--- config.mk ---
export PLATFORM = sky130hd
export DESIGN_NAME = fstc_frame_start_ctrl
export DESIGN_NICKNAME = d
export VERILOG_FILES = /design/src/pkg/fstc_pkg.sv /design/src/fstc_frame_start_ctrl.sv /design/src/fstc_tick_gen.sv
export VERILOG_INCLUDE_DIRS = /design/src /design/src/pkg
export SDC_FILE = /design/constraint.sdc
export NUM_CORES = 1
export LEC_CHECK = 0
export BUFFER_PORTS_ARGS = -buffer_cell sky130_fd_sc_hd__buf_4
export CAP_MARGIN = 20
export CORE_MARGIN = 2
export CORE_UTILIZATION = 30
export DETAILED_ROUTE_END_ITERATION = 6
export PLACE_DENSITY = 0.56
export SETUP_SLACK_MARGIN = 0.2
export SLEW_MARGIN = 20
export SYNTH_ARGS = -nofsm -noshare
export SYNTH_HDL_FRONTEND = slang
export SYNTH_SLANG_ARGS = --single-unit
--- constraint.sdc ---
create_clock -name mclk -period 7.1 [get_ports mclk]
set_clock_uncertainty 0.1 [all_clocks]
set_input_delay 0.355 -clock mclk [delete_from_list [all_inputs] [get_ports mclk]]
set_output_delay 0.355 -clock mclk [all_outputs]
set_load 0.05 [all_outputs]
--- src/pkg/fstc_defines.svh ---
// register offsets, field values, reset values and timing constants for frame start control
// assumes a plain register port with word-indexed addresses
`ifndef FSTC_DEFINES_SVH
`define FSTC_DEFINES_SVH

`define FSTC_ADDR_W            4
`define FSTC_DATA_W            32
// register offsets
`define FSTC_REG_TRIG_MODE     4'h0
`define FSTC_REG_TRIG_SRC      4'h1
`define FSTC_REG_EXP_MODE      4'h2
`define FSTC_REG_EXP_TIME      4'h3
`define FSTC_REG_PER_EN        4'h4
`define FSTC_REG_PERIOD        4'h5
`define FSTC_REG_SW_TRIG       4'h6
`define FSTC_REG_WAIT_STAT     4'h7
`define FSTC_REG_ACQ_TRIG_MODE 4'h8
`define FSTC_REG_MIN_PERIOD    4'h9
// field values
`define FSTC_SRC_SOFTWARE      3'h0
`define FSTC_EXP_TIMED         1'h0
// reset values
`define FSTC_EXP_TIME_RST      32'h0000_03e8
`define FSTC_PERIOD_RST        32'h0000_4e20
`define FSTC_MIN_PERIOD_RST    32'h0000_0064
// timing: time base in ns and the clock period in ns
`define FSTC_TIME_BASE_NS      1000
`define FSTC_CLK_PERIOD_NS     5
`define FSTC_TICK_CYCLES       (`FSTC_TIME_BASE_NS / `FSTC_CLK_PERIOD_NS)

`endif

--- src/pkg/fstc_pkg.sv ---
// types shared by the frame start control files
// assumes the defines header is compiled alongside
package fstc_pkg;
   typedef enum logic [1:0] {
      FSTC_IDLE,
      FSTC_EXPOSE,
      FSTC_READOUT
   } fstc_state_e;
   typedef logic [31:0] fstc_word_t;
endpackage

--- src/fstc_frame_start_ctrl.sv ---
// frame start control: free-run pacing and software-triggered timed exposure
// assumes software at a plain register port; one clock mclk, synchronous reset
//
// Notes on behaviour
// - exposure lasts the exposure register count times one microsecond, a count of zero as one
// - free run: period enabled and trigger off paces frames at the period
// - period disabled: no internal frame pacing at all
// - software trigger starts exposure only while waiting for frame start
// - waiting status drops at exposure start, returns when ready again
// - triggers arriving while not waiting are discarded
// - writing 1 to trigger register issues one trigger, self-clears afterwards
// - wait status register reads 1 when ready, 0 when not
// - one frame per accepted trigger
// - period shorter than the minimum is stretched to the minimum
`timescale 1ns/100ps
`include "fstc_defines.svh"
module fstc_frame_start_ctrl #(
   parameter int          TICK_CYCLES = `FSTC_TICK_CYCLES,
   parameter int          READOUT_US  = 16
) (
   input  wire logic                     mclk,
   input  wire logic                     reset,
   input  wire logic [`FSTC_ADDR_W-1:0]  regAddr,
   input  wire logic [`FSTC_DATA_W-1:0]  regWrData,
   input  wire logic                     regWr,
   input  wire logic                     regRd,
   output logic      [`FSTC_DATA_W-1:0]  regRdData,
   output logic                          exposureActive,
   output logic                          frameStart,
   output logic                          frameTriggerWait
);
   localparam logic [31:0] READOUT_LEN = 32'(READOUT_US);
   localparam logic [31:0] TICK_LEN    = 32'(TICK_CYCLES);

   fstc_pkg::fstc_state_e state_r;
   logic                  tick;
   logic                  trigMode_r;
   logic [2:0]            trigSrc_r;
   logic                  expMode_r;
   logic                  acqTrigMode_r;
   fstc_pkg::fstc_word_t  expTime_r;
   logic                  perEn_r;
   fstc_pkg::fstc_word_t  period_r;
   fstc_pkg::fstc_word_t  minPeriod_r;
   logic                  swTrig_r;
   fstc_pkg::fstc_word_t  expCnt_r;
   fstc_pkg::fstc_word_t  expSub_r;
   fstc_pkg::fstc_word_t  perCnt_r;
   logic                  ready;
   logic                  swAccept;
   logic                  freeRun;
   logic                  perHit;
   logic                  start;
   fstc_pkg::fstc_word_t  perEff;

   // register write decode used by every config process
   function automatic logic wrHit(input logic [`FSTC_ADDR_W-1:0] a);
      return regWr && (regAddr == a);
   endfunction

   fstc_tick_gen #(
      .TICK_CYCLES (TICK_CYCLES)
   ) u_tick (
      .mclk  (mclk),
      .reset (reset),
      .tick  (tick)
   );

   // configuration registers
   always_ff @(posedge mclk) begin
      if (reset) begin
         trigMode_r    <= 1'b0;
         trigSrc_r     <= `FSTC_SRC_SOFTWARE;
         expMode_r     <= `FSTC_EXP_TIMED;
         acqTrigMode_r <= 1'b0;
         expTime_r     <= `FSTC_EXP_TIME_RST;
         perEn_r       <= 1'b0;
         period_r      <= `FSTC_PERIOD_RST;
         minPeriod_r   <= `FSTC_MIN_PERIOD_RST;
      end else begin
         if (wrHit(`FSTC_REG_TRIG_MODE))
            trigMode_r <= regWrData[0];
         if (wrHit(`FSTC_REG_TRIG_SRC))
            trigSrc_r <= regWrData[2:0];
         if (wrHit(`FSTC_REG_EXP_MODE))
            expMode_r <= regWrData[0];
         if (wrHit(`FSTC_REG_ACQ_TRIG_MODE))
            acqTrigMode_r <= regWrData[0];
         if (wrHit(`FSTC_REG_EXP_TIME))
            expTime_r <= regWrData;
         if (wrHit(`FSTC_REG_PER_EN))
            perEn_r <= regWrData[0];
         if (wrHit(`FSTC_REG_PERIOD))
            period_r <= regWrData;
         if (wrHit(`FSTC_REG_MIN_PERIOD))
            minPeriod_r <= regWrData;
      end
   end

   // acceptance terms; a trigger while busy is simply dropped
   assign ready    = (state_r == fstc_pkg::FSTC_IDLE);
   assign swAccept = swTrig_r && ready && trigMode_r
                     && (trigSrc_r == `FSTC_SRC_SOFTWARE);
   assign freeRun  = perEn_r && !trigMode_r;
   assign perEff   = (period_r < minPeriod_r) ? minPeriod_r : period_r;
   assign perHit   = freeRun && tick && (perCnt_r + 32'h1 >= perEff);
   assign start    = swAccept || (freeRun && ready && perHit);

   // software trigger: write of 1 arms it, cleared once taken or discarded
   always_ff @(posedge mclk) begin
      if (reset)
         swTrig_r <= 1'b0;
      else if (wrHit(`FSTC_REG_SW_TRIG) && regWrData[0])
         swTrig_r <= 1'b1;
      else if (swTrig_r)
         swTrig_r <= 1'b0;
   end

   // frame period counter in microsecond ticks, restarts at each frame start
   always_ff @(posedge mclk) begin
      if (reset || !freeRun)
         perCnt_r <= '0;
      else if (perHit && ready)
         perCnt_r <= '0;
      else if (tick && !perHit)
         perCnt_r <= perCnt_r + 32'h1;
   end

   // exposure then readout; one frame per start
   // exposure counts its own clocks from the start edge, so its length does not
   // depend on where the shared microsecond tick happens to fall
   always_ff @(posedge mclk) begin
      if (reset) begin
         state_r  <= fstc_pkg::FSTC_IDLE;
         expCnt_r <= '0;
         expSub_r <= '0;
      end else begin
         case (state_r)
            fstc_pkg::FSTC_IDLE: begin
               expCnt_r <= '0;
               expSub_r <= '0;
               if (start)
                  state_r <= fstc_pkg::FSTC_EXPOSE;
            end
            fstc_pkg::FSTC_EXPOSE: begin
               if (expSub_r + 32'h1 >= TICK_LEN) begin
                  expSub_r <= '0;
                  if (expCnt_r + 32'h1 >= expTime_r) begin
                     state_r  <= fstc_pkg::FSTC_READOUT;
                     expCnt_r <= '0;
                  end else begin
                     expCnt_r <= expCnt_r + 32'h1;
                  end
               end else begin
                  expSub_r <= expSub_r + 32'h1;
               end
            end
            fstc_pkg::FSTC_READOUT: begin
               if (tick) begin
                  if (expCnt_r + 32'h1 >= READOUT_LEN) begin
                     state_r <= fstc_pkg::FSTC_IDLE;
                  end else begin
                     expCnt_r <= expCnt_r + 32'h1;
                  end
               end
            end
            default: state_r <= fstc_pkg::FSTC_IDLE;
         endcase
      end
   end

   // outputs registered; wait status low from the cycle after the start cycle onward
   always_ff @(posedge mclk) begin
      if (reset) begin
         frameStart       <= 1'b0;
         exposureActive   <= 1'b0;
         frameTriggerWait <= 1'b0;
      end else begin
         frameStart       <= start && ready;
         exposureActive   <= (state_r == fstc_pkg::FSTC_EXPOSE);
         frameTriggerWait <= ready && !start;
      end
   end

   // read port: data valid the cycle after the strobe only
   always_ff @(posedge mclk) begin
      if (reset || !regRd) begin
         regRdData <= '0;
      end else begin
         case (regAddr)
            `FSTC_REG_TRIG_MODE:     regRdData <= {31'h0, trigMode_r};
            `FSTC_REG_TRIG_SRC:      regRdData <= {29'h0, trigSrc_r};
            `FSTC_REG_EXP_MODE:      regRdData <= {31'h0, expMode_r};
            `FSTC_REG_ACQ_TRIG_MODE: regRdData <= {31'h0, acqTrigMode_r};
            `FSTC_REG_EXP_TIME:      regRdData <= expTime_r;
            `FSTC_REG_PER_EN:        regRdData <= {31'h0, perEn_r};
            `FSTC_REG_PERIOD:        regRdData <= period_r;
            `FSTC_REG_MIN_PERIOD:    regRdData <= minPeriod_r;
            `FSTC_REG_SW_TRIG:       regRdData <= {31'h0, swTrig_r};
            `FSTC_REG_WAIT_STAT:     regRdData <= {31'h0, frameTriggerWait};
            default:                 regRdData <= '0;
         endcase
      end
   end

   // exposure length check counts cycles of the exposure output
   fstc_pkg::fstc_word_t expCycles_r;
   always_ff @(posedge mclk) begin
      if (reset || !exposureActive)
         expCycles_r <= '0;
      else
         expCycles_r <= expCycles_r + 32'h1;
   end
endmodule

--- src/fstc_tick_gen.sv ---
// microsecond time base: one pulse every tickCycles clocks
// assumes a free-running clock with synchronous active-high reset
`timescale 1ns/100ps
`include "fstc_defines.svh"
module fstc_tick_gen #(
   parameter int TICK_CYCLES = `FSTC_TICK_CYCLES
) (
   input  wire logic mclk,
   input  wire logic reset,
   output logic      tick
);
   localparam int CW = $clog2(TICK_CYCLES);
   localparam logic [CW-1:0] LAST = CW'(TICK_CYCLES - 1);
   logic [CW-1:0] cnt_r;

   // divider counts up from zero to TICK_CYCLES - 1, then pulses once per microsecond
   always_ff @(posedge mclk) begin
      if (reset) begin
         cnt_r <= '0;
         tick  <= 1'b0;
      end else if (cnt_r == LAST) begin
         cnt_r <= '0;
         tick  <= 1'b1;
      end else begin
         cnt_r <= cnt_r + 1'b1;
         tick  <= 1'b0;
      end
   end
endmodule

Yosys cells after proc, flatten, opt, wreduce, memory -nomap -nowiden:

Cells that the tools add are included.

* flip-flop bits (word level): 246
* output and inout port bits: 35
* logic and storage cells: 102
* memories: 0
* ROM bits: 0
* memory bits (writable): 0
* bits of input ports: 40
* bits in latches: 0

* magnitude comparators: 5
* $mul: 0
* muxes and demuxes: 17
* div/mod/pow operators: 0
* shift operators: 0
* add/subtract/negate cells: 4
* bitwise gates (word level): 0
* equal/unequal tests: 18
* reductions and logical operators: 39

Operators with widths (count)
* 32-bit case mux with 10 select lines: 1
* 32-bit two-way mux: 6
* 32-bit by 1-bit adder with 32-bit output, second input constant: 3
* 32-bit case mux with 3 select lines: 1
* 32-bit greater-or-equal comparator: 2
* 32-bit case mux with 2 select lines: 1
* 32-bit by 5-bit greater-or-equal comparator with 1-bit output, second input constant: 1
* 32-bit by 8-bit greater-or-equal comparator with 1-bit output, second input constant: 1
* 32-bit < comparator: 1
* 1-bit logical AND: 22
* 4-bit by 3-bit == test with 1-bit output, second input constant: 4
* 2-bit two-way mux: 5
* 8-bit by 1-bit adder with 8-bit output, second input constant: 1
* 4-bit by 2-bit == test with 1-bit output, second input constant: 2
* 4-bit == test, second input constant: 2
* 8-bit == test, second input constant: 1
* 2-bit inequality test, second input constant: 4
* 2-bit case mux with 3 select lines: 1
* 1-bit zero test: 5
* 5-bit AND reduction: 1
* 4-bit by 1-bit == test with 1-bit output, second input constant: 1
* 4-bit zero test: 1
* 2-bit by 1-bit inequality test with 1-bit output, second input constant: 2
* 4-bit AND reduction: 1
* 9 further kinds: 13

Depth between registers and ports, before layout:

Gate-level depths: netlist of the first run.

* depth in word-level cells: 8
* gate-level depth with buffers: 24

Hierarchy:

Synthesis of the first run repeated with hierarchy kept, for this count alone.

* cells, all modules: 1716
* area, all modules: 14013.4 µm²

By module, submodules not included
* fstc_frame_start_ctrl: cells an instance 1676, sequential area each 4744.6 µm², times used 1, area each 13641.8 µm²
* fstc_tick_gen: cells an instance 40, sequential area each 180.2 µm², times used 1, area each 371.6 µm²

Least setup slack after synthesis of the first run:

Ideal clock, no wire load.

* kind: reg2reg
* from: reg minPeriod_r[25]
* to: reg perCnt_r[10]
* library setup time: 0.058 ns
* clock period less this slack: 4.970 ns
* stages on the path, launching flop included: 24
* arrival time: 4.811 ns
* slack: 2.130 ns
* cells stage by stage: dfxtp_1 > inv_1 > ha_1 > a21o_1 > a21o_1 > a21o_1 > a21o_1 > a21oi_1 > nor2_1 > a211oi_1 > o211ai_1 > clkbuf_1 > mux2i_1 > ha_1 > a21o_1 > a21o_1 > a221oi_1 > nand2_1 > a21o_1 > a21oi_1 > nor2_1 > a211oi_1 > clkbuf_1 > o21a_1

* word-level cells in the longest chain between the ends: 6
* elaborated cells on any way between the ends: 8
* those cells by class: order compare (2); mux (1); reduce/logical (5)

Ends and longest elaborated chain
* start: declaration: line fstc_frame_start_ctrl.sv:44 `fstc_pkg::fstc_word_t minPeriod_r;`
* start signal: assignment: line fstc_frame_start_ctrl.sv:79 `` minPeriod_r <= `FSTC_MIN_PERIOD_RST; ``
* start signal: assignment: line fstc_frame_start_ctrl.sv:96 `minPeriod_r <= regWrData;`
* 32-bit < comparator: line fstc_frame_start_ctrl.sv:105 `assign perEff = (period_r < minPeriod_r) ? minPeriod_r : period_r;`
* 32-bit two-way mux (*): line fstc_frame_start_ctrl.sv:105
* 32-bit greater-or-equal comparator (*): line fstc_frame_start_ctrl.sv:106 `assign perHit = freeRun && tick && (perCnt_r + 32'h1 >= perEff);`
* 1-bit logical AND (*): line fstc_frame_start_ctrl.sv:106
* 1-bit logical AND / 1-bit zero test (equally long branches): line fstc_frame_start_ctrl.sv:123, fstc_frame_start_ctrl.sv:125
* 2-bit OR reduction (no source line) / 1-bit logical AND (equally long branches)
* end signal: assignment: line fstc_frame_start_ctrl.sv:126 `perCnt_r <= perCnt_r + 32'h1;`
* end: declaration: line fstc_frame_start_ctrl.sv:48 `fstc_pkg::fstc_word_t perCnt_r;`

Every way passes the cells marked *; elsewhere a longest branch is shown, timed or not.
A chain may end at the register's enable or synchronous reset.

Final worst setup path of the first run:

* from: reg perCnt_r[0]
* to: reg perCnt_r[7]

* word-level cells in the longest chain between the ends: 5
* elaborated cells on any way between the ends: 7
* those cells by class: add/sub (1); order compare (1); reduce/logical (5)

Ends and longest elaborated chain (line)
* 32-bit by 1-bit adder with 32-bit output (*): fstc_frame_start_ctrl.sv:106, fstc_frame_start_ctrl.sv:126
* 32-bit greater-or-equal comparator: fstc_frame_start_ctrl.sv:106
* 1-bit logical AND: fstc_frame_start_ctrl.sv:106
* 1-bit logical AND / 1-bit zero test (equally long branches): fstc_frame_start_ctrl.sv:123, fstc_frame_start_ctrl.sv:125
* 2-bit OR reduction (no source line) / 1-bit logical AND (equally long branches)

Marked as above.

==> impl_metrics.ini, run 1 <==
[critical_path]
critPathKind = flip-flop to flip-flop
cp-start-kind = flip-flop
rrSetupSlack_ns = 0.98
crit_arrival_ns = 6.53
required_ns = 7.50
endpoint_kind = flip-flop
crit_fanout = 15
r2r_end = perCnt_r[7]
crit_end = perCnt_r[7]
critPathLaunch = perCnt_r[0]
rr_startpoint = perCnt_r[0]
r2r_cells = 17

[placed_design]
port-buffer-count = 74
place_congestion = 0.848
dp_hpwl_um = 28600
post-place-cells = 2366

[grt]
grtUsageTotal_pct = 16.6
use_met1_pct = 21.5
grt_use_met2_pct = 28.7
grt_pass1_wl_um = 66600
use_met3_pct = 2.12
grt_pass1_vias = 12200
grt-ovfl-total = 0
grt_start_max_net_pins = 76
antenna_found_initial = 1
grt.busiest_layer = met2

[drt]
drtPass1Iterations = 7
vias_per_cell = 5.27
drtIter0Drc = 1089
ant_nets = 0
drc_errors = 14
vias = 12900
drt-wirelength-per-cell_um = 17.0
drt-total-wl_um = 41800

[floorplan]
design.die.area_sq_um = 49200
die_h_um = 222
rows = 79
ios = 75
initial_core_util_pct = 30.5
floorplan.die.width_um = 222
core_sq_um = 46700

[yosys]
ys_types = 75
syn-instance-count = 1779
yosysSeqAreaShare_pct = 34.6
synth_top_cell_by_area = dfxtp_1
async_flop_share_pct = 0
synth_seq_cells = 246
synth_edf_count = 0
netlist.area_leader.share_pct = 34.6
netlist_area_sq_um = 14200
syn_nets = 1923
yosysWarnings = 0
avgSynthCellArea_sq_um = 8.01
ys.flop_type = dfxtp_1
synth.area.top_cells = dfxtp_1 35%, ha_1 9.1%, nand2_1 7.5%, a21oi_1 5.9%, xnor2_1 3.1%

[outcome]
violations = DRC
status = finished, violations left

[flow_run]
maxCapViolations = 0

[finish]
num_antenna_cells = 0
post-route-util_pct = 35.6
nNetsFinal = 1968
final_layout_size_suffix_gt1_share_pct = 9.21
area_delta_synth_final_pct = 16.5
finalNonFillerCells = 2452
nFillCells = 4812

[sta]
timing_hold_violations_final = 0
fin_crit_sh_pct = 86.3
max_freq_mhz = 163
maxSlewViolCount = 0
min_period_ns = 6.12
rsz0062_at_grt = no
fin_tns_setup_ns = 0
max_slew_margin_pct = 26.4
whs_ns = 0.0305
tightestPinTransition_ns = 1.10
setup_viol = 0

[power]
switching_share_pct = 24.0
p_per_area_nw_per_um2 = 189
combPwrFrac_pct = 6.9
p_sw_mw = 0.753
leakagePower_nw = 6.28
p_total_mw = 3.14
peakVddDrop_v = 0.000136
p_clk_share_pct = 48.6
power_frac_seq_pct = 44.6
internal-power_mw = 2.39

[clocking]
cts_tree = yes
cts_buffers = 30
h-tree-depth = 1
cts_root_buffer = clkbuf_16
clkTransAtPathRegs_ns = 0.06
clock_path_buffers = 3
cts_sinks = 246
clk_latency_ns = 0.57

[worst_hold_path]
whs_path_depth = 3
hp-class = input pin to flip-flop
## synthesized netlist by cell type, drive strengths merged, types with 18 or more instances
master / number
nor3: 36
or3: 21
inv: 85
nand3: 68
o21a: 22
buf: 19
ha: 104
xor2: 32
nor4: 25
nor2: 98
and2: 38
mux2i: 38
xnor2: 50
o21ai: 44
clkbuf: 92
a222oi: 31
a21oi: 168
nand4: 34
dfxtp: 246
a21o: 29
or4: 18
nand2: 286
## registers in the layout (all words and copies together) (netlist names), 2 cells and up
register / flops
period_r: 32
expCnt_r: 32
expTime_r: 32
expSub_r: 32
state_r: 2
perCnt_r: 32
regRdData: 32
minPeriod_r: 32
trigSrc_r: 3
u_tick.cnt_r: 8
## power by group through the flow
stage	clock, mW	combinational [mW]	sequential, mW
after floorplan	0	0.127	1.43
after global placement	0	0.198	1.43
final	1.53	0.216	1.40
after global routing	1.63	0.236	1.40
after CTS	1.57	0.217	1.40
after detailed placement	0	0.202	1.43
## layout make-up
type,instances,area (sq um),area share [%]
clock buffer,45,908,5.48
clock inverter,8,68.8,0.415
inverter,85,319,1.92
multi-input combinational,1337,8590,51.8
sequential,246,4920,29.7
tap,607,759,4.58
timing repair buffer,124,1010,6.11
## cells by family (layout without fill, tap and decap cells)
kind of cell,after synthesis,after routing,synth area share (%)
AO/OA/AOI/OAI,393,393,17.9
XOR/XNOR,82,82,5.04
adder cells (fa/ha/maj),104,104,9.14
buffers and inverters,196,262,5.32
flip-flops,246,246,34.6
multiplexers,41,41,2.91
AND/OR/NAND/NOR,717,717,25.2
## how the worst min path moves through the flow
stage                     from         endpoint  slack, ns
6_report            regAddr[2]         swTrig_r       0.03
5_1_grt             regAddr[2]         swTrig_r       0.05
4_1_cts             regAddr[2]         swTrig_r      0.002
3_5_place_dp   u_tick.cnt_r[0]  u_tick.cnt_r[0]       0.34
3_3_place_gp   u_tick.cnt_r[0]  u_tick.cnt_r[0]       0.32
2_1_floorplan  u_tick.cnt_r[0]  u_tick.cnt_r[0]       0.31
## cells in the final DEF (no fill, tap or decap), types with 21 or more instances in the layout
| cell type | Yosys | final |
|---|---|---|
| o21ai_0 | 42 | 42 |
| dlygate4sd3_1 | 0 | 33 |
| or3_1 | 21 | 21 |
| inv_1 | 85 | 85 |
| nor3_1 | 36 | 35 |
| nand3_1 | 68 | 68 |
| a21o_1 | 29 | 29 |
| and2_1 | 36 | 36 |
| xor2_1 | 32 | 32 |
| mux2i_1 | 38 | 38 |
| nand4_1 | 33 | 33 |
| ha_1 | 104 | 104 |
| clkbuf_16 | 0 | 31 |
| a21oi_1 | 168 | 168 |
| xnor2_1 | 50 | 50 |
| a222oi_1 | 31 | 31 |
| nand2_1 | 286 | 285 |
| o21a_1 | 22 | 22 |
| buf_4 | 0 | 91 |
| nor2_1 | 98 | 97 |
| nor4_1 | 21 | 21 |
| dfxtp_1 | 246 | 246 |
## worst max-delay path: stages (launching register included)
cell,delay (ns)
dfxtp_1,0.41
ha_1,0.27
nand3_1,0.17
nor4_1,0.62
nand3_1,0.30
nor3_1,0.39
nand3_1,0.39
nor2_1,0.31
xor2_1,0.19
ha_1,0.26
and4_1,0.20
a221oi_1,0.48
nand2_1,0.10
a21o_1,0.18
a21oi_1,0.37
nor2_1,0.13
a211oi_2,0.94
o21a_1,0.23
## repair_timing
item	4_1_cts	5_1_grt
hold buffers	33	0
gates resized for setup	0	0
setup buffers	0	0
endpoints found under the hold margin	101	0
## per-layer routing
layer	part of all wire [%]	vias to the layer above
met5	0	-
met4	2.5	0
met3	4.5	63
met2	48	277
met1	45	6147
li1	-	6423
## per-stage QoR
stage                     setup slack, ns  instance area, sq um
after floorplan                      2.13                 14200
after global placement               1.33                 15300
after detailed placement             1.06                 15300
after CTS                            1.01                 16600
after global routing                0.451                 16600
final                               0.976                 16600
No activity file was read; power rests on OpenSTA's default activity.
==> inputs of run 2 (changes only) <==
--- a/config.mk
+++ b/config.mk
@@ -12,6 +12,7 @@
 export CORE_UTILIZATION = 30
 export DETAILED_ROUTE_END_ITERATION = 6
 export PLACE_DENSITY = 0.56
+export RECOVER_POWER = 25
 export SETUP_SLACK_MARGIN = 0.2
 export SLEW_MARGIN = 20
 export SYNTH_ARGS = -nofsm -noshare
==> run 2 against run 1 <==
Effect of this change: the run ends with capacitance limit, slew limit left; register-to-register slack worse by 0.03 ns; critical path depth is 10 lower; clock power hardly changed; cell area is 0.86% lower; die area stayed put; final cell count stayed put; combinational power hardly changed; core utilization is 0.31 points lower; worst hold slack better by 0.0014 ns; sequential share of layout area is 0.26 points higher.
==> impl_metrics.ini, run 2 (synthesis gave the netlist of run 1 again) <==
[drt]
drtIter0Drc = 1135
drt-wirelength-per-cell_um = 17.1
ant_nets = 0
vias_per_cell = 5.28
vias = 12900
drt-total-wl_um = 42000
drc_errors = 0
drtPass1Iterations = 7

[sta]
max_slew_margin_pct = -142
max_freq_mhz = 160
rsz0062_at_grt = no
tightestPinTransition_ns = 3.63
timing_hold_violations_final = 0
maxSlewViolCount = 139
setup_viol = 0
fin_crit_sh_pct = 88.3
fin_tns_setup_ns = 0
min_period_ns = 6.27

[worst_hold_path]
hp-class = input pin to flip-flop
whs_path_depth = 3
hold_start = regAddr[2]

[grt]
use_met1_pct = 21.5
antenna_found_initial = 1
grt_pass1_wl_um = 66600
grt_start_max_net_pins = 76
grt_use_met2_pct = 28.7
grtUsageTotal_pct = 16.6
grt-ovfl-total = 0
grt_pass1_vias = 12200
use_met3_pct = 2.12
grt.busiest_layer = met2

[power]
p_sw_mw = 0.754
power_frac_seq_pct = 44.6
leakagePower_nw = 6.10
peakVddDrop_v = 0.000137
p_per_area_nw_per_um2 = 191
switching_share_pct = 24.0
p_clk_share_pct = 48.6
internal-power_mw = 2.39
combPwrFrac_pct = 6.8

[critical_path]
cp-start-kind = input pin
cpLargestDelayFamily = buffers and inverters
critPathKind = input pin to flip-flop
max_stage_delay_ns = 2.48
path_buf_inv = 5
crit_chain = clkbuf_1 -> clkbuf_1 -> inv_1 -> buf_4 -> nand3_1 -> buf_4 -> nor2_1
crit_arrival_ns = 6.58
required_ns = 7.42
crit_fanout = 75
r2r_cells = 17
critPathLaunch = reset
cp_num_cells = 7
endpoint_kind = flip-flop
rr_startpoint = perCnt_r[0]
crit_path_top_delay_cell = clkbuf_1

[placed_design]
dp_hpwl_um = 28600
post-place-cells = 2366
place_congestion = 0.848
port-buffer-count = 74

[finish]
finalNonFillerCells = 2452
final_layout_size_suffix_gt1_share_pct = 7.15
nNetsFinal = 1968
area_delta_synth_final_pct = 15.5
final_cell_mix = 285 x nand2_1, 246 x dfxtp_1, 168 x a21oi_1, 104 x ha_1, 97 x nor2_1
mostFrequentLayoutCell = nand2_1
nFillCells = 4847
num_antenna_cells = 0

[clocking]
clock_path_buffers = 3
clkTransAtPathRegs_ns = 0.06
h-tree-depth = 1
cts_tree = yes
cts_root_buffer = clkbuf_16
cts_sinks = 246
cts_buffers = 30
clk_latency_ns = 0.57

[floorplan]
core_sq_um = 46700
floorplan.die.width_um = 222
rows = 79
initial_core_util_pct = 30.5
ios = 75
die_h_um = 222
design.die.area_sq_um = 49200

[outcome]
violations = capacitance limit, slew limit
status = finished, violations left

[flow_run]
maxCapViolations = 2
==> run 2: changes by cell type in the layout (fill, tap and decap cells not counted), sizes merged <==
cell    previous run  this run
buf               91        53
clkbuf            45        83
==> run 2: metal layers <==
metal,vias to the layer above,wire length (um)
met5,-,0
met4,0,1050
met3,66,1790
met2,297,20100
met1,6161,19000
li1,6422,-
==> run 2: repair_timing <==
item,4_1_cts,5_1_grt
endpoints found under the setup margin,0,0
hold endpoints to repair,101,0
setup buffers,0,0
hold buffers,33,0
resized for setup,0,0
==> run 2: power by group through the flow <==
stage | Clock, mW | Combinational [mW] | Sequential [mW]
after floorplan | 0 | 0.127 | 1.43
after global placement | 0 | 0.198 | 1.43
after detailed placement | 0 | 0.202 | 1.43
after CTS | 1.57 | 0.217 | 1.40
after global routing | 1.63 | 0.235 | 1.40
final | 1.53 | 0.215 | 1.40
==> run 2: worst paths after layout <==
kind	end	slack, ns
min reg2reg	u_tick.cnt_r[0]	0.35
min	swTrig_r	0.03
max	regRdData[30]	0.83
max reg2reg	perCnt_r[7]	0.95
==> run 2: through the flow <==
step	util [%]	power, mW	cell area, sq um	setup slack (ns)	hold WS, ns
final	35.2	3.14	16400	0.834	0.0319
after global routing	35.2	3.26	16400	0.363	0.0525
after CTS	35.6	3.19	16600	1.01	0.00197
after detailed placement	32.8	1.63	15300	1.06	0.344
after global placement	32.8	1.63	15300	1.33	0.324
after floorplan	-	1.56	14200	2.13	0.313
==> run 2: final cells by class <==
| class | instances | area [sq um] | area share [%] |
|---|---|---|---|
| Clock inverter | 8 | 68.8 | 0.418 |
| Tap cell | 607 | 759 | 4.62 |
| Inverter | 85 | 319 | 1.94 |
| Sequential cell | 246 | 4920 | 29.9 |
| Clock buffer | 45 | 908 | 5.52 |
| Timing Repair Buffer | 124 | 871 | 5.30 |
| Multi-Input combinational cell | 1337 | 8590 | 52.3 |
==> run 2: worst register-to-register path: cells and delay by family (launching register included) <==
family                     cells  cell delay, ns
AOI/OAI and AO/OA              5            2.19
adders and majority gates      2            0.53
and+or+nand+nor                9            2.68
DFF                            1            0.41
xor gates and xnor gates       1            0.19
==> inputs of run 3 (changes only) <==
--- a/config.mk
+++ b/config.mk
@@ -8,12 +8,13 @@
 export LEC_CHECK = 0
 export BUFFER_PORTS_ARGS = -buffer_cell sky130_fd_sc_hd__buf_4
 export CAP_MARGIN = 20
-export CORE_MARGIN = 2
+export CORE_MARGIN = 4
 export CORE_UTILIZATION = 30
 export DETAILED_ROUTE_END_ITERATION = 6
 export PLACE_DENSITY = 0.56
 export RECOVER_POWER = 25
 export SETUP_SLACK_MARGIN = 0.2
+export SKIP_LAST_GASP = 1
 export SLEW_MARGIN = 20
 export SYNTH_ARGS = -nofsm -noshare
 export SYNTH_HDL_FRONTEND = slang
==> run 3 against run 2 <==
Effect of this change: the run ends with DRC, capacitance limit, slew limit left; register-to-register slack better by 0.19 ns; final cell count up 0.20%; combinational power about the same.
==> impl_metrics.ini, run 3 (synthesis gave the netlist of run 1 again) <==
[sta]
fin_tns_setup_ns = 0
setup_viol = 0
rsz0062_at_grt = no
tightestPinTransition_ns = 3.39
fin_crit_sh_pct = 83.9
whs_ns = 0.0468
timing_hold_violations_final = 0
min_period_ns = 5.96
max_slew_margin_pct = -126
maxSlewViolCount = 139
max_freq_mhz = 168

[worst_hold_path]
whs_path_depth = 4
hold_start = regAddr[3]
hp-class = input pin to flip-flop
min_to = trigMode_r

[critical_path]
required_ns = 7.49
endpoint_kind = flip-flop
crit_arrival_ns = 6.35
cp-start-kind = flip-flop
crit_path_top_delay_cell = o21a_1
rrSetupSlack_ns = 1.14
r2r_end = perCnt_r[7]
crit_chain = ha_1 -> nand3_1 -> nor4_1 -> nand3_1 -> nor3_1 -> nand3_1 -> nor3_1 -> nand3_1 -> xnor2_1 -> ha_1 -> and2_0 -> a221o_1 -> a21oi_1 -> o21a_1 -> a21boi_0 -> o21a_1
critPathKind = flip-flop to flip-flop
r2r_cells = 16
rr_startpoint = perCnt_r[0]
crit_top_cell = nand3_1
max_stage_delay_ns = 0.66
crit_fanout = 19

[placed_design]
place_congestion = 0.830
placed_cell_area_sq_um = 15300
dp_hpwl_um = 29000
port-buffer-count = 74

[finish]
nFillCells = 4874
num_antenna_cells = 0
fin_area_sq_um = 16600
nNetsFinal = 1971
area_delta_synth_final_pct = 16.5
final_cell_mix = 286 x nand2_1, 246 x dfxtp_1, 168 x a21oi_1, 104 x ha_1, 97 x nor2_1
post-route-util_pct = 35.5
multi_input_area_sq_um = 8590
final_layout_size_suffix_gt1_share_pct = 7.46
seq_area_sq_um = 4920
mostFrequentLayoutCell = nand2_1

[floorplan]
initial_core_util_pct = 30.5
core_sq_um = 46800
ios = 75
floorplan.die.width_um = 226
rows = 79
die_h_um = 226
design.die.area_sq_um = 51000

[grt]
grt_start_max_net_pins = 72
grtUsageTotal_pct = 15.9
antenna_found_initial = 1
grt_pass1_wl_um = 67100
grt_pass1_vias = 12300
grt-ovfl-total = 0

[clocking]
cts_root_buffer = clkbuf_16
clk_latency_ns = 0.59
h-tree-depth = 1
clkTransAtPathRegs_ns = 0.06
cts_buffers = 30
post_cts_resized = 0
cts_tree = yes
cts_setup_buffers = 0
cts_sinks = 246
clock_path_buffers = 3

[power]
leakagePower_nw = 6.18
peakVddDrop_v = 0.000183
p_per_area_nw_per_um2 = 199

[drt]
drt-total-wl_um = 42100
drtIter0Drc = 1020
drt-wirelength-per-cell_um = 17.1
drtPass1Iterations = 7
drc_errors = 3
vias_per_cell = 5.28
vias = 13000
ant_nets = 0

[outcome]
status = finished, violations left
violations = DRC, capacitance limit, slew limit

[flow_run]
maxCapViolations = 2
## run 3: cell types whose count changed in the layout (fill, tap and decap cells not counted), sizes merged
cell,delta
clkinv,+3
clkbuf,-5
buf,+1
dlygate4sd3,+2
bufinv,+4
## run 3: worst max-delay path by stage
stage               startpoint            to  slack [ns]  cells past startpoint
2_1_floorplan  minPeriod_r[25]  perCnt_r[10]        2.13                     23
3_3_place_gp       perCnt_r[0]   perCnt_r[9]        1.56                     17
3_5_place_dp       perCnt_r[0]   perCnt_r[7]        1.24                     17
4_1_cts            perCnt_r[0]   perCnt_r[7]        1.25                     16
5_1_grt            perCnt_r[0]   perCnt_r[2]        0.59                     16
6_report           perCnt_r[0]   perCnt_r[7]        1.14                     16
## run 3: critical path: cells and delay by family (launching register included)
kind            cells  cell delay (ns)
compound gates      5             1.73
simple gates        8             2.84
fa+ha+maj           2             0.52
xor+xnor            1             0.22
flops               1             0.42
## run 3: report_power, final
group	leakage, nW	switching (mW)	internal [mW]	total [mW]
combinational	3.65	0.126	0.0857	0.212
sequential	1.98	0.00976	1.39	1.40
clock	0.548	0.641	1.04	1.68
total	6.18	0.776	2.52	3.30
## run 3: what timing repair did
action,in CTS,in global routing
hold buffers,35,0
endpoints found under the setup margin,0,0
endpoints found under the hold margin,104,0
## run 3: final cells by class
cell class | instances | share of cell area, %
tap | 607 | 4.58
timing repair buffer | 127 | 5.41
sequential | 246 | 29.7
clock inverter | 15 | 1.42
inverter | 85 | 1.92
clock buffer | 40 | 5.23
multi-input combinational | 1337 | 51.8
## run 3: metal layers
layer  vias to the layer above  share of wire, %  track usage (%)
li1                       6435                 -                -
met1                      6154                45             21.2
met2                       324                47             27.1
met3                        70               4.5             2.12
met4                         0               2.9             4.60
met5                         -                 0                0
## run 3: through the flow
stage               total power [mW]  std cells  setup WS (ns)
global placement                1.63       2367           1.56
floorplan                       1.56       1779           2.13
global route                    3.41       2457          0.592
detailed placement              1.63       2367           1.24
finish                          3.30       2457           1.14
CTS                             3.34       2457           1.25
